**config.mk**
```make
export PLATFORM = sky130hd
export DESIGN_NAME = scw_bank
export DESIGN_NICKNAME = d
export VERILOG_FILES = /design/src/rtl/scw_bank.v /design/src/rtl/scw_sync.v
export VERILOG_INCLUDE_DIRS = /design/src /design/src/rtl
export SDC_FILE = /design/constraint.sdc
export NUM_CORES = 1
export LEC_CHECK = 0
export BUFFER_PORTS_ARGS = -buffer_cell sky130_fd_sc_hd__buf_2
export CAP_MARGIN = 15
export CORE_AREA = 2 2 88 90
export DETAILED_ROUTE_END_ITERATION = 10
export DIE_AREA = 0 0 90 92
export PLACE_DENSITY = 0.79
export SLEW_MARGIN = 20
export SYNTH_ARGS = -nofsm -noshare
export SYNTH_HDL_FRONTEND = slang
export SYNTH_SLANG_ARGS = --single-unit
```
**constraint.sdc**
```tcl
create_clock -name clk_sys -period 3.4 [get_ports clk_sys]
set_clock_uncertainty 0.15 [all_clocks]
set_input_delay 0.34 -clock clk_sys [delete_from_list [all_inputs] [get_ports clk_sys]]
set_output_delay 0.34 -clock clk_sys [all_outputs]
set_load 0.1 [all_outputs]
```
**src/rtl/scw_map.vh**
```
`ifndef SCW_MAP_VH
`define SCW_MAP_VH
`define SCW_SHIFT_W      18
`define SCW_WORD_W       17
`define SCW_ADDR_BIT     0
`define SCW_ADDR_REF     1'b1
`define SCW_RDIV_HI      10
`define SCW_RDIV_LO      1
`define SCW_FLOAT_BIT    11
`define SCW_POL_BIT      12
`define SCW_LSEL_HI      14
`define SCW_LSEL_LO      13
`define SCW_TUNE_HI      17
`define SCW_TUNE_LO      15
`define SCW_PMODE_HI     2
`define SCW_PMODE_LO     1
`define SCW_SWAL_HI      7
`define SCW_SWAL_LO      3
`define SCW_MAIN_HI      17
`define SCW_MAIN_LO      8
`define SCW_PM_NORMAL    2'h0
`define SCW_PM_SYNC_PD   2'h1
`define SCW_PM_CNT_RST   2'h2
`define SCW_PM_ASYNC_PD  2'h3
`define SCW_LS_DIGITAL   2'h0
`define SCW_LS_ANALOG    2'h1
`define SCW_LS_REFDIV    2'h2
`define SCW_LS_FBDIV     2'h3
`define SCW_SETTLE_NS    1500
`define SCW_CLK_NS       10
`define SCW_SETTLE_CYC   ((`SCW_SETTLE_NS + `SCW_CLK_NS - 1) / `SCW_CLK_NS)
`endif

```
**src/rtl/scw_bank.v**
```verilog
`timescale 1ns/1ps
`include "scw_map.vh"
module scw_bank #(
	parameter SETTLE_CYC = `SCW_SETTLE_CYC
) (
	// clock and reset
	input  wire        clk_sys,
	input  wire        rstn,
	// serial port pins
	input  wire        ser_clk,
	input  wire        ser_data,
	input  wire        latch_strobe,
	// analog side status
	input  wire        pump_pulse_active,
	input  wire        digital_lock,
	input  wire        analog_lock_n,
	input  wire        ref_div_out,
	input  wire        fb_div_out,
	// decoded controls
	output reg  [9:0]  ref_divide_ratio,
	output reg         pump_float,
	output reg         detector_polarity,
	output reg  [1:0]  lock_pin_select,
	output reg  [2:0]  ref_buffer_tune,
	output reg  [1:0]  power_mode,
	output reg  [4:0]  swallow_count,
	output reg  [9:0]  main_count,
	// derived state
	output reg         powered_down,
	output reg         dividers_hold,
	// lock pin
	output reg         lock_pin_o,
	output reg         lock_pin_oe
);
	wire [2:0] pins_s;
	scw_sync #(.W(3)) u_sync (
		.clk_sys  (clk_sys),
		.rstn     (rstn),
		.async_in ({ser_clk, ser_data, latch_strobe}),
		.sync_out (pins_s)
	);
	wire sclk_s = pins_s[2];
	wire sdat_s = pins_s[1];
	wire le_s   = pins_s[0];

	reg                     sclk_prev_q;
	reg                     le_prev_q;
	reg [`SCW_SHIFT_W-1:0]  shift_q;
	reg [`SCW_WORD_W-1:0]   ref_word_q;
	reg [`SCW_WORD_W-1:0]   fb_word_q;
	reg                     pump_seen_q;
	reg [15:0]              settle_q;

	wire sclk_rise = sclk_s & ~sclk_prev_q;
	wire le_rise   = le_s & ~le_prev_q;

	// serial shift and word latching
	always @(posedge clk_sys or negedge rstn) begin
		if (!rstn) begin
			sclk_prev_q <= 1'b0;
			le_prev_q   <= 1'b0;
			shift_q     <= {`SCW_SHIFT_W{1'b0}};
			ref_word_q  <= {`SCW_WORD_W{1'b0}};
			fb_word_q   <= {`SCW_WORD_W{1'b0}};
		end else begin
			sclk_prev_q <= sclk_s;
			le_prev_q   <= le_s;
			if (sclk_rise) begin
				shift_q <= {shift_q[`SCW_SHIFT_W-2:0], sdat_s};
			end
			if (le_rise) begin
				if (shift_q[`SCW_ADDR_BIT] == `SCW_ADDR_REF) begin
					ref_word_q <= shift_q[`SCW_SHIFT_W-1:1];
				end else begin
					fb_word_q <= shift_q[`SCW_SHIFT_W-1:1];
				end
			end
		end
	end

	// padded word bit n sits at shift bit n, so field indices are shift bit positions
	wire [`SCW_SHIFT_W-1:0] rw = {ref_word_q, 1'b1};
	wire [`SCW_SHIFT_W-1:0] fw = {fb_word_q, 1'b0};
	wire [1:0] pm_w = fw[`SCW_PMODE_HI:`SCW_PMODE_LO];

	// power state: sync power-down waits for the end of a pump pulse
	always @(posedge clk_sys or negedge rstn) begin
		if (!rstn) begin
			pump_seen_q   <= 1'b0;
			powered_down  <= 1'b0;
			dividers_hold <= 1'b0;
			settle_q      <= 16'h0000;
		end else begin
			pump_seen_q <= pump_pulse_active;
			case (pm_w)
				`SCW_PM_NORMAL: begin
					if (powered_down) begin
						powered_down  <= 1'b0;
						dividers_hold <= 1'b1;
						settle_q      <= SETTLE_CYC[15:0];
					end else if (settle_q > 16'h0001) begin
						settle_q <= settle_q - 16'h0001;
					end else begin
						settle_q      <= 16'h0000;
						dividers_hold <= 1'b0;
					end
				end
				`SCW_PM_SYNC_PD: begin
					if (pump_seen_q & ~pump_pulse_active) begin
						powered_down  <= 1'b1;
						dividers_hold <= 1'b1;
					end
				end
				`SCW_PM_CNT_RST: begin
					dividers_hold <= 1'b1;
					settle_q      <= 16'h0000;
				end
				default: begin
					powered_down  <= 1'b1;
					dividers_hold <= 1'b1;
				end
			endcase
		end
	end

	// field decode and lock pin drive
	always @(posedge clk_sys or negedge rstn) begin
		if (!rstn) begin
			ref_divide_ratio  <= 10'h000;
			pump_float        <= 1'b0;
			detector_polarity <= 1'b0;
			lock_pin_select   <= 2'h0;
			ref_buffer_tune   <= 3'h0;
			power_mode        <= 2'h0;
			swallow_count     <= 5'h00;
			main_count        <= 10'h000;
			lock_pin_o        <= 1'b0;
			lock_pin_oe       <= 1'b0;
		end else begin
			ref_divide_ratio  <= rw[`SCW_RDIV_HI:`SCW_RDIV_LO];
			pump_float        <= rw[`SCW_FLOAT_BIT];
			detector_polarity <= rw[`SCW_POL_BIT];
			lock_pin_select   <= rw[`SCW_LSEL_HI:`SCW_LSEL_LO];
			ref_buffer_tune   <= rw[`SCW_TUNE_HI:`SCW_TUNE_LO];
			power_mode        <= pm_w;
			swallow_count     <= fw[`SCW_SWAL_HI:`SCW_SWAL_LO];
			main_count        <= fw[`SCW_MAIN_HI:`SCW_MAIN_LO];
			if (powered_down) begin
				lock_pin_o  <= 1'b0;
				lock_pin_oe <= 1'b0;
			end else begin
				case (rw[`SCW_LSEL_HI:`SCW_LSEL_LO])
					`SCW_LS_DIGITAL: begin
						lock_pin_o  <= digital_lock;
						lock_pin_oe <= 1'b1;
					end
					`SCW_LS_ANALOG: begin
						lock_pin_o  <= 1'b0;
						lock_pin_oe <= ~analog_lock_n;
					end
					`SCW_LS_REFDIV: begin
						lock_pin_o  <= ref_div_out;
						lock_pin_oe <= 1'b1;
					end
					default: begin
						lock_pin_o  <= fb_div_out;
						lock_pin_oe <= 1'b1;
					end
				endcase
			end
		end
	end
endmodule

```
**src/rtl/scw_sync.v**
```verilog
`timescale 1ns/1ps
// two-flop synchroniser per bit
module scw_sync #(
	parameter W = 3
) (
	// clock and reset
	input  wire         clk_sys,
	input  wire         rstn,
	// data
	input  wire [W-1:0] async_in,
	output wire [W-1:0] sync_out
);
	reg [W-1:0] meta_q;
	reg [W-1:0] sync_q;
	always @(posedge clk_sys or negedge rstn) begin
		if (!rstn) begin
			meta_q <= {W{1'b0}};
			sync_q <= {W{1'b0}};
		end else begin
			meta_q <= async_in;
			sync_q <= meta_q;
		end
	end
	assign sync_out = sync_q;
endmodule

```
==> results.py, run 1 <==
metrics = {
    "setup_path": {
        "critPathKind": "register to register",
        "ff_to_ff_setup_slack_ps": 1110,
        "critPathLaunch": "settle_q[6]$_DFFE_PN0P_",
        "timing.critical_path.from_type": "register",
        "reg2reg_to": "settle_q[6]$_DFFE_PN0P_",
        "regToRegStartpoint": "settle_q[6]$_DFFE_PN0P_",
        "cp.required_ps": 3620,
        "critPathMaxFanout": 12,
        "worst_ep_arrival_time_ps": 2510,
        "r2r.worst_path.cells": 4,
        "endpoint_kind": "register",
    },
    "finish": {
        "most_frequent_standard_cell_in_the_layout_excluding_fill_and_tap_cells": "dfrtp_1",
        "seqCellArea_um2": 2880,
        "postLayoutCellArea_um2": 5200,
        "layout.core_utilization_pct": 69.9,
        "mostFrequentLayoutCells": "dfrtp_1, mux2_2, buf_2",
        "finish.net_count": 359,
        "drive_above_1_share_pct": 41.1,
        "layout.filler_cells": 491,
        "final-instance-count-excl-fill": 462,
        "area_delta_synth_final_pct": 22.8,
        "antennaDiodeCount": 0,
        "combined_area_of_the_multi_input_logic_cells_um2": 1280,
    },
    "global_route": {
        "pin_count_of_the_biggest_net_entering_global_routing": 88,
        "global_route.usage.total_pct": 20.0,
        "grt.overflow.total": 0,
        "first_global_vias": 2580,
        "grt_antenna_before_repair": 0,
        "grt_pass1_wl_um": 12800,
    },
    "logic_synthesis": {
        "count_of_flip_flops_with_a_built_in_enable_after_synthesis": 0,
        "synth_cell_type_count": 38,
        "synthArstFlopShare_pct": 100,
        "syn_area_um2": 4240,
        "ys_ff_latch": 115,
        "syn-num-nets": 293,
        "ys.warnings.count": 0,
        "post_synth_inst_count": 281,
        "synth_seq_area_share_pct": 67.9,
        "postSynthAreaPerCell_um2": 15.1,
        "commonest_register_cell_after_synthesis": "dfrtp_1",
    },
    "timing": {
        "worst_pin_slew_ps": 982,
        "rsz0062_at_grt": "no",
        "hold_viol_final": 0,
        "relSlewSlack_pct": 34.3,
        "final_setup_tns_ps": 0,
        "slew_viol_final": 0,
        "achievable-frequency_mhz": 436,
        "minimum_period_implied_by_the_final_worst_setup_slack_ps": 2290,
        "layout_worst_path_cycle_share_pct": 67.5,
        "timing.final.setup_violations": 0,
    },
    "clock_tree": {
        "tritoncts_num_sinks": 115,
        "post-cts-setup-buffer-count": 0,
        "cts.path.max_buffers": 2,
        "cts_tree": "done",
        "cts_htree_levels": 4,
        "cts-buffers-inserted": 17,
        "worstSkewPairLatency_ps": 510,
        "postCtsResizedCells": 0,
        "clockRootBuffer": "clkbuf_8",
        "clk_pin_slew_worst_paths_ps": 60,
    },
    "min_path": {
        "launch_instance_of_the_worst_min_delay_path": "ref_div_out",
        "worst_hold_path_type": "input pin to register",
        "min_delay_path_depth": 5,
        "min_delay_worst_endpoint": "lock_pin_o$_DFF_PN0_",
    },
    "status": {
        "outcome": "complete, no violations",
    },
    "floorplanning": {
        "dieWidth_um": 90,
        "core.rowCount": 32,
        "core_um2": 7450,
        "boundaryPins": 48,
        "floorplan.initialDensity_pct": 56.9,
        "die_y_um": 92,
        "die-area_um2": 8280,
    },
    "route": {
        "avgViaCountPerCell": 5.29,
        "dr.first_iter.drc_count": 134,
        "totalWireLength_um": 7360,
        "route.detailed.drc": 0,
        "avgRoutedWirePerCell_um": 15.9,
        "ant_nets": 0,
        "number_of_iterations_in_the_first_detailed_routing_pass": 4,
        "route.vias.total": 2445,
    },
    "placed_design": {
        "buffer_ports.inserted": 47,
        "routabilityCongestion": 0.778,
        "place_area_um2": 4570,
        "hpwlAfterDp_um": 4350,
        "total_placed_cells_including_tap_cells": 423,
    },
    "run": {
        "max_cap_violations": 0,
    },
}
## worst max-delay path by stage
stage,cells after the start,slack [ps],to
2_1_floorplan,4,1510,settle_q[14]$_DFFE_PN0P_
3_3_place_gp,4,1270,settle_q[6]$_DFFE_PN0P_
3_5_place_dp,4,1220,settle_q[6]$_DFFE_PN0P_
4_1_cts,4,1140,settle_q[6]$_DFFE_PN0P_
5_1_grt,4,990,settle_q[6]$_DFFE_PN0P_
6_report,4,1110,settle_q[6]$_DFFE_PN0P_
## worst max-delay path, cell delays in order (launching register included)
cell and delay (ps):
dfrtp_1 450, nor4_4 670, o211ai_2 230, o21ai_2 490, o311ai_1 170
## repair_timing
action / 4_1_cts / 5_1_grt
hold buffers: 7 / 0
endpoints found under the setup margin: 0 / 0
hold endpoints to repair: 91 / 0
## stage by stage
stage | hold slack [ps] | setup WS [ps]
4_1_cts | 62.1 | 1140
6_report | 73.1 | 1110
5_1_grt | 121 | 985
2_1_floorplan | -106 | 1510
3_3_place_gp | 183 | 1270
3_5_place_dp | 186 | 1220
## sequential cells by signal, summed over array words and instances, names as in the netlist, 5 cells and up
signal	count
fb_word_q	17
main_count	10
ref_divide_ratio	10
ref_word_q	17
settle_q	16
shift_q	18
swallow_count	5
## Yosys cell counts, drive strengths merged (4+ instances only)
cell type	count	area, µm²
a21oi	5	25.0
a31oi	7	43.8
and2	5	31.3
buf	8	55.1
dfrtp	115	2880
inv	5	18.8
mux2	52	586
nand2	11	43.8
nand3	7	35.0
nand3b	4	30.0
nor2	9	33.8
nor3	4	30.0
nor3b	4	40.0
o211ai	8	70.1
o21ai	8	43.8
o31ai	5	37.5
## routing by layer
| metal | wire length, µm | vias up | part of all wire [%] | global-route usage [%] |
|---|---|---|---|---|
| met3 | 338 | 15 | 4.6 | 7.15 |
| met2 | 3620 | 67 | 49 | 30.8 |
| met5 | 0 | - | 0 | 0 |
| li1 | - | 1148 | - | - |
| met4 | 132 | 0 | 1.8 | 8.59 |
| met1 | 3270 | 1215 | 44 | 26.0 |
## logic make-up after synthesis
logic type	Yosys count	share of synthesized area, %
flops	115	67.9
simple gates	56	8.83
mux	53	14.1
compound gates	38	6.38
buf+inv	16	2.01
fa+ha+maj	2	0.591
xor+xnor	1	0.207
## area by class of cell
class	count	area share [%]
clock inverters	15	2.81
inverters	5	0.361
clock buffers	17	7.96
well taps	102	2.45
multi-input cells	150	24.5
flip-flops and latches	115	55.3
repair buffers	58	6.57
Power of run 1 is not shown: default switching activity piles up to over one toggle a cycle in this logic, so the estimate is an artifact.
==> inputs of run 2 (changes only) <==
--- a/config.mk
+++ b/config.mk
@@ -6,12 +6,13 @@
 export SDC_FILE = /design/constraint.sdc
 export NUM_CORES = 1
 export LEC_CHECK = 0
+export ABC_AREA = 1
 export BUFFER_PORTS_ARGS = -buffer_cell sky130_fd_sc_hd__buf_2
 export CAP_MARGIN = 15
-export CORE_AREA = 2 2 88 90
+export CORE_AREA = 2 2 90 92
 export DETAILED_ROUTE_END_ITERATION = 10
-export DIE_AREA = 0 0 90 92
-export PLACE_DENSITY = 0.79
+export DIE_AREA = 0 0 92 94
+export PLACE_DENSITY = 0.77
 export SLEW_MARGIN = 20
 export SYNTH_ARGS = -nofsm -noshare
 export SYNTH_HDL_FRONTEND = slang
==> constraint.sdc (replaced) <==
create_clock -name clk_sys -period 2.37 [get_ports clk_sys]
set_clock_uncertainty 0.15 [all_clocks]
set_input_delay 0.237 -clock clk_sys [delete_from_list [all_inputs] [get_ports clk_sys]]
set_output_delay 0.237 -clock clk_sys [all_outputs]
set_load 0.1 [all_outputs]
==> results.py, run 2 <==
metrics = {
    "timing": {
        "hold_viol_final": 0,
        "final_setup_tns_ps": 0,
        "achievable-frequency_mhz": 589,
        "timing.final.setup_violations": 0,
        "relSlewSlack_pct": 61.4,
        "rsz0062_at_grt": "no",
        "worst_hold_slack_ps": 116,
        "worst_pin_slew_ps": 579,
        "slew_viol_final": 0,
        "layout_worst_path_cycle_share_pct": 71.6,
        "minimum_period_implied_by_the_final_worst_setup_slack_ps": 1700,
    },
    "logic_synthesis": {
        "syn-num-nets": 416,
        "synth_top_cells_by_area": "dfrtp_1, nand2_1, o21ai_0",
        "synth.top_cell.area_share_pct": 67.3,
        "ys_ff_latch": 115,
        "yosys.area_share.adder_pct": 0.585,
        "postSynthAreaPerCell_um2": 10.6,
        "synth_simple_gate_area_share_pct": 17.6,
        "commonest_register_cell_after_synthesis": "dfrtp_1",
        "synth_top_family_by_area": "simple AND/OR/NAND/NOR gates",
        "synth_seq_area_share_pct": 67.3,
        "yosys-mux-area-fraction_pct": 0,
        "synthArstFlopShare_pct": 100,
        "synth_largest_area_cell": "dfrtp_1",
        "synth_cell_type_count": 27,
        "post_synth_inst_count": 404,
        "syn_area_um2": 4280,
        "synth.top_cells.by_count": "dfrtp_1, nand2_1, o21ai_0",
        "synthMostInstantiatedCell": "dfrtp_1",
        "ys.warnings.count": 0,
        "count_of_flip_flops_with_a_built_in_enable_after_synthesis": 0,
        "synth_compound_area_share_pct": 8.07,
        "post_synth_xor_area_fraction_pct": 1.64,
    },
    "power": {
        "worst_ir_drop_vdd_v": 0.000693,
        "cellLeakagePower_uw": 0.00276,
        "power.density_nw_per_um2": 1510,
        "final_total_pwr_uw": 8080,
    },
    "setup_path": {
        "setup.worst_path.end": "main_count[9]",
        "crit_family": "buffers and inverters",
        "r2r.worst_path.cells": 9,
        "critPathLaunch": "main_count[9]$_DFF_PN0_",
        "reg2reg_to": "settle_q[9]$_DFFE_PN0P_",
        "critPathMaxFanout": 1,
        "worst_ep_arrival_time_ps": 1310,
        "crit_cells": 1,
        "cp.required_ps": 1980,
        "ff_to_ff_setup_slack_ps": 690,
        "critPathKind": "register to primary output",
        "path_buf_inv": 1,
        "cells_along_the_critical_path": "buf_2",
        "cpMaxStageDelayCell": "buf_2",
        "worst_path_largest_cell_delay_ps": 440,
        "regToRegStartpoint": "settle_q[0]$_DFFE_PN0P_",
        "endpoint_kind": "primary output",
        "timing.critical_path.from_type": "register",
    },
    "finish": {
        "mostFrequentLayoutCells": "dfrtp_1, nand2_1, o21ai_0",
        "area_delta_synth_final_pct": 25.3,
        "antennaDiodeCount": 0,
        "reg.largest.list": "shift_q x18, fb_word_q x17, ref_word_q x17",
        "layout.filler_cells": 531,
        "largest_reg_flops": 18,
        "most_frequent_standard_cell_in_the_layout_excluding_fill_and_tap_cells": "dfrtp_1",
        "final-instance-count-excl-fill": 588,
        "drive_above_1_share_pct": 23.9,
        "finish.net_count": 485,
        "max_flop_register": "shift_q",
    },
    "clock_tree": {
        "clk_pin_slew_worst_paths_ps": 60,
        "cts.path.max_buffers": 2,
        "cts_tree": "done",
        "worstSkewPairLatency_ps": 500,
        "cts_htree_levels": 4,
        "cts-buffers-inserted": 17,
        "postCtsResizedCells": 0,
        "tritoncts_num_sinks": 115,
        "clockRootBuffer": "clkbuf_8",
    },
    "floorplanning": {
        "dieWidth_um": 92,
        "die_y_um": 94,
        "die-area_um2": 8650,
        "core.rowCount": 32,
        "floorplan.initialDensity_pct": 56.3,
        "core_um2": 7610,
        "boundaryPins": 48,
    },
    "route": {
        "ant_nets": 0,
        "avgRoutedWirePerCell_um": 14.5,
        "number_of_iterations_in_the_first_detailed_routing_pass": 5,
        "avgViaCountPerCell": 5.01,
        "route.detailed.drc": 0,
        "totalWireLength_um": 8520,
        "dr.first_iter.drc_count": 169,
        "route.vias.total": 2943,
    },
    "global_route": {
        "grt_antenna_before_repair": 0,
        "grt_pass1_wl_um": 14200,
        "grt.overflow.total": 0,
        "first_global_vias": 2967,
        "pin_count_of_the_biggest_net_entering_global_routing": 46,
        "global_route.usage.total_pct": 21.7,
    },
    "min_path": {
        "worst_hold_path_type": "input pin to async pin",
    },
    "placed_design": {
        "routabilityCongestion": 0.828,
        "hpwlAfterDp_um": 5030,
        "buffer_ports.inserted": 47,
        "total_placed_cells_including_tap_cells": 548,
    },
    "run": {
        "max_cap_violations": 0,
    },
    "status": {
        "outcome": "complete, no violations",
    },
}
-- run 2: changes by cell type after synthesis, sizes merged, moves of 5 or more --
| cell | before | now |
|---|---|---|
| nand2 | 11 | 117 |
| a31oi | 7 | 0 |
| nor2 | 9 | 27 |
| mux2 | 52 | 0 |
| clkbuf | 3 | 9 |
| buf | 8 | 2 |
| nand3 | 7 | 14 |
| inv | 5 | 43 |
| o211ai | 8 | 1 |
| and2 | 5 | 0 |
| o21ai | 8 | 56 |
-- run 2: layout make-up --
class	instances	area (µm²)	share of cell area, %
flip-flops and latches	115	2880	53.7
multi-input cells	235	1190	22.3
clock buffers	19	442	8.24
repair buffers	61	375	7.00
clock inverters	13	180	3.36
inverters	43	164	3.06
well taps	102	128	2.38
-- run 2: kinds of logic (layout without fill, tap and decap cells) --
family / after synthesis / in the layout
xor+xnor: 8 / 8
fa+ha+maj: 2 / 2
compound gates: 66 / 66
simple gates: 159 / 159
flops: 115 / 115
buf+inv: 54 / 136
-- run 2: routing by layer --
metal | up-vias | global-route usage, % | wire (µm)
li1 | 1418 | - | -
met1 | 1444 | 27.0 | 3700
met2 | 74 | 37.0 | 4440
met3 | 7 | 6.18 | 311
met4 | 0 | 6.97 | 66
met5 | - | 0 | 0
-- run 2: worst min-delay path by stage --
stage	endpoint	start	slack [ps]	depth (start not counted)
final	settle_q[13]$_DFFE_PN0P_	rstn	120	2
after global routing	settle_q[13]$_DFFE_PN0P_	rstn	170	2
after CTS	settle_q[10]$_DFFE_PN0P_	rstn	130	2
after detailed placement	settle_q[10]$_DFFE_PN0P_	rstn	120	1
after global placement	settle_q[10]$_DFFE_PN0P_	rstn	110	1
after floorplan	detector_polarity$_DFF_PN0_	rstn	-210	0
-- run 2: what timing repair did --
action | CTS | global route
setup buffers | 0 | 0
hold endpoints to repair | 50 | 0
hold buffers | 8 | 0
-- run 2: power by group --
| part | leakage [µW] | switching, µW | internal, µW |
|---|---|---|---|
| clock network | 0.000300 | 893 | 1760 |
| logic | 0.000933 | 2100 | 636 |
| registers | 0.00152 | 302 | 2390 |
-- run 2: metrics by stage --
step / area [µm²] / util [%] / setup slack (ps)
finish: 5360 / 70.5 / 672
floorplan: 4280 / - / 459
global placement: 4660 / 61.2 / 815
global route: 5360 / 70.5 / 567
CTS: 5360 / 70.5 / 640
detailed placement: 4660 / 61.2 / 719
(Power assumes the default switching activity.)
==> inputs of run 3 (changes only) <==
==> constraint.sdc (replaced) <==
create_clock -name clk_sys -period 1.6 [get_ports clk_sys]
set_clock_uncertainty 0.15 [all_clocks]
set_input_delay 0.16 -clock clk_sys [delete_from_list [all_inputs] [get_ports clk_sys]]
set_output_delay 0.16 -clock clk_sys [all_outputs]
set_load 0.1 [all_outputs]
==> results.py, run 3 (synthesis gave the netlist of run 2 again) <==
metrics = {
    "finish": {
        "area_delta_synth_final_pct": 27.7,
        "seqCellArea_um2": 2880,
        "max_flop_register": "shift_q",
        "drive_above_1_share_pct": 25.9,
        "layout.filler_cells": 530,
        "layout.core_utilization_pct": 71.8,
        "most_frequent_standard_cell_in_the_layout_excluding_fill_and_tap_cells": "dfrtp_1",
        "mostFrequentLayoutCells": "dfrtp_1, nand2_1, o21ai_0",
        "combined_area_of_the_multi_input_logic_cells_um2": 1250,
        "largest_reg_flops": 18,
        "antennaDiodeCount": 0,
        "finish.net_count": 493,
        "final-instance-count-excl-fill": 593,
        "reg.largest.list": "shift_q x18, fb_word_q x17, ref_word_q x17",
    },
    "timing": {
        "setup_slack_ps": 9.87,
        "hold_viol_final": 0,
        "timing.final.setup_violations": 0,
        "minimum_period_implied_by_the_final_worst_setup_slack_ps": 1590,
        "layout_worst_path_cycle_share_pct": 99.4,
        "achievable-frequency_mhz": 629,
        "worst_pin_slew_ps": 497,
        "worst_hold_slack_ps": 37.5,
        "relSlewSlack_pct": 67.1,
        "slew_viol_final": 0,
    },
    "placed_design": {
        "buffer_ports.inserted": 47,
        "dp_worst_setup_slack_ps": -47.6,
        "routabilityCongestion": 0.863,
        "hpwlAfterDp_um": 5180,
        "total_placed_cells_including_tap_cells": 552,
    },
    "route": {
        "dr.first_iter.drc_count": 217,
        "avgViaCountPerCell": 5.13,
        "avgRoutedWirePerCell_um": 15.4,
        "number_of_iterations_in_the_first_detailed_routing_pass": 4,
        "ant_nets": 0,
        "route.vias.total": 3045,
        "totalWireLength_um": 9110,
        "route.detailed.drc": 0,
    },
    "floorplanning": {
        "floorplan.initialDensity_pct": 56.3,
        "boundaryPins": 48,
        "dieWidth_um": 92,
        "die_y_um": 94,
        "core.rowCount": 32,
        "die-area_um2": 8650,
        "core_um2": 7610,
    },
    "clock_tree": {
        "cts.path.max_buffers": 2,
        "cts-buffers-inserted": 17,
        "cts_htree_levels": 4,
        "clockRootBuffer": "clkbuf_8",
        "cts_tree": "done",
        "tritoncts_num_sinks": 115,
        "worstSkewPairLatency_ps": 510,
        "clk_pin_slew_worst_paths_ps": 60,
    },
    "power": {
        "p_switching_uw": 5040,
        "worst_ir_drop_vdd_v": 0.00101,
        "power.density_nw_per_um2": 2200,
        "clkPwrFrac_pct": 29.9,
        "p_int_uw": 6990,
        "swShare_pct": 41.9,
        "cellLeakagePower_uw": 0.00277,
        "final_total_pwr_uw": 12000,
        "sequentialPowerShare_pct": 33.4,
        "power.combinational.fraction_pct": 36.7,
    },
    "global_route": {
        "grt_pass1_wl_um": 14500,
        "grt_antenna_before_repair": 0,
        "grt.overflow.total": 0,
        "global_route.usage.total_pct": 22.1,
        "first_global_vias": 3068,
        "pin_count_of_the_biggest_net_entering_global_routing": 66,
    },
    "status": {
        "outcome": "complete, no violations",
    },
    "setup_path": {
        "path_buf_inv": 1,
        "cpMaxStageDelayCell": "buf_2",
        "worst_ep_arrival_time_ps": 1280,
        "cells_along_the_critical_path": "buf_2",
        "timing.critical_path.from_type": "register",
        "cp.required_ps": 1290,
        "crit_family": "buffers and inverters",
        "endpoint_kind": "primary output",
        "worst_path_largest_cell_delay_ps": 430,
        "critPathKind": "register to primary output",
        "critPathMaxFanout": 1,
    },
    "run": {
        "max_cap_violations": 0,
    },
    "min_path": {
        "worst_hold_path_type": "input pin to async pin",
    },
}
## run 3: power by group through the flow
stage | clock network, µW | registers (µW) | logic, µW
2_1_floorplan | 0 | 5460 | 1780
3_3_place_gp | 0 | 3990 | 3950
3_5_place_dp | 0 | 4010 | 4050
4_1_cts | 3610 | 3990 | 4210
5_1_grt | 3760 | 4090 | 4720
6_report | 3600 | 4020 | 4410
## run 3: cell type report
type	count	share of cell area, %
clock buffers	18	7.65
clock inverters	11	2.57
inverters	43	3.05
multi-input cells	235	22.8
flip-flops and latches	115	52.7
well taps	102	2.34
repair buffers	69	8.84
## run 3: metal layers
layer	global-route usage (%)	up-vias	wire length [µm]
li1	-	1425	-
met1	27.0	1520	3860
met2	37.6	86	4780
met3	6.18	14	346
met4	8.83	0	129
met5	0	-	0
## run 3: stage by stage
step / TNS [ps] / instance area, µm²
floorplan: 0 / 4280
global placement: 0 / 4700
detailed placement: -263 / 4700
CTS: 0 / 5380
global route: -44.3 / 5460
finish: 0 / 5460
## run 3: repair_timing
item	in CTS	in global routing
setup endpoints to repair	21	21
hold buffers	9	0
resized for setup	9	18
endpoints found under the hold margin	123	0
pin swaps	1	5
buffers inserted	0	3
## run 3: worst paths after layout
kind | end | startpoint | depth (start not counted) | slack [ps]
setup / recovery | detector_polarity | detector_polarity$_DFF_PN0_ | 1 | 10
hold / removal | settle_q[10]$_DFFE_PN0P_ | rstn | 3 | 40
setup reg to reg | settle_q[1]$_DFFE_PN0P_ | settle_q[3]$_DFFE_PN0P_ | 8 | 40
hold reg to reg | u_sync.sync_out[1]$_DFF_PN0_ | u_sync.meta_q[1]$_DFF_PN0_ | 0 | 200
max in group asynchronous | settle_q[0]$_DFFE_PN0P_ | rstn | 3 | 950
min in group clk_sys | u_sync.meta_q[0]$_DFF_PN0_ | latch_strobe | 2 | 140
## run 3: worst min-delay path, stage by stage
cell and delay [ps]:
dlygate4sd3_1 530, buf_4 130, buf_12 250
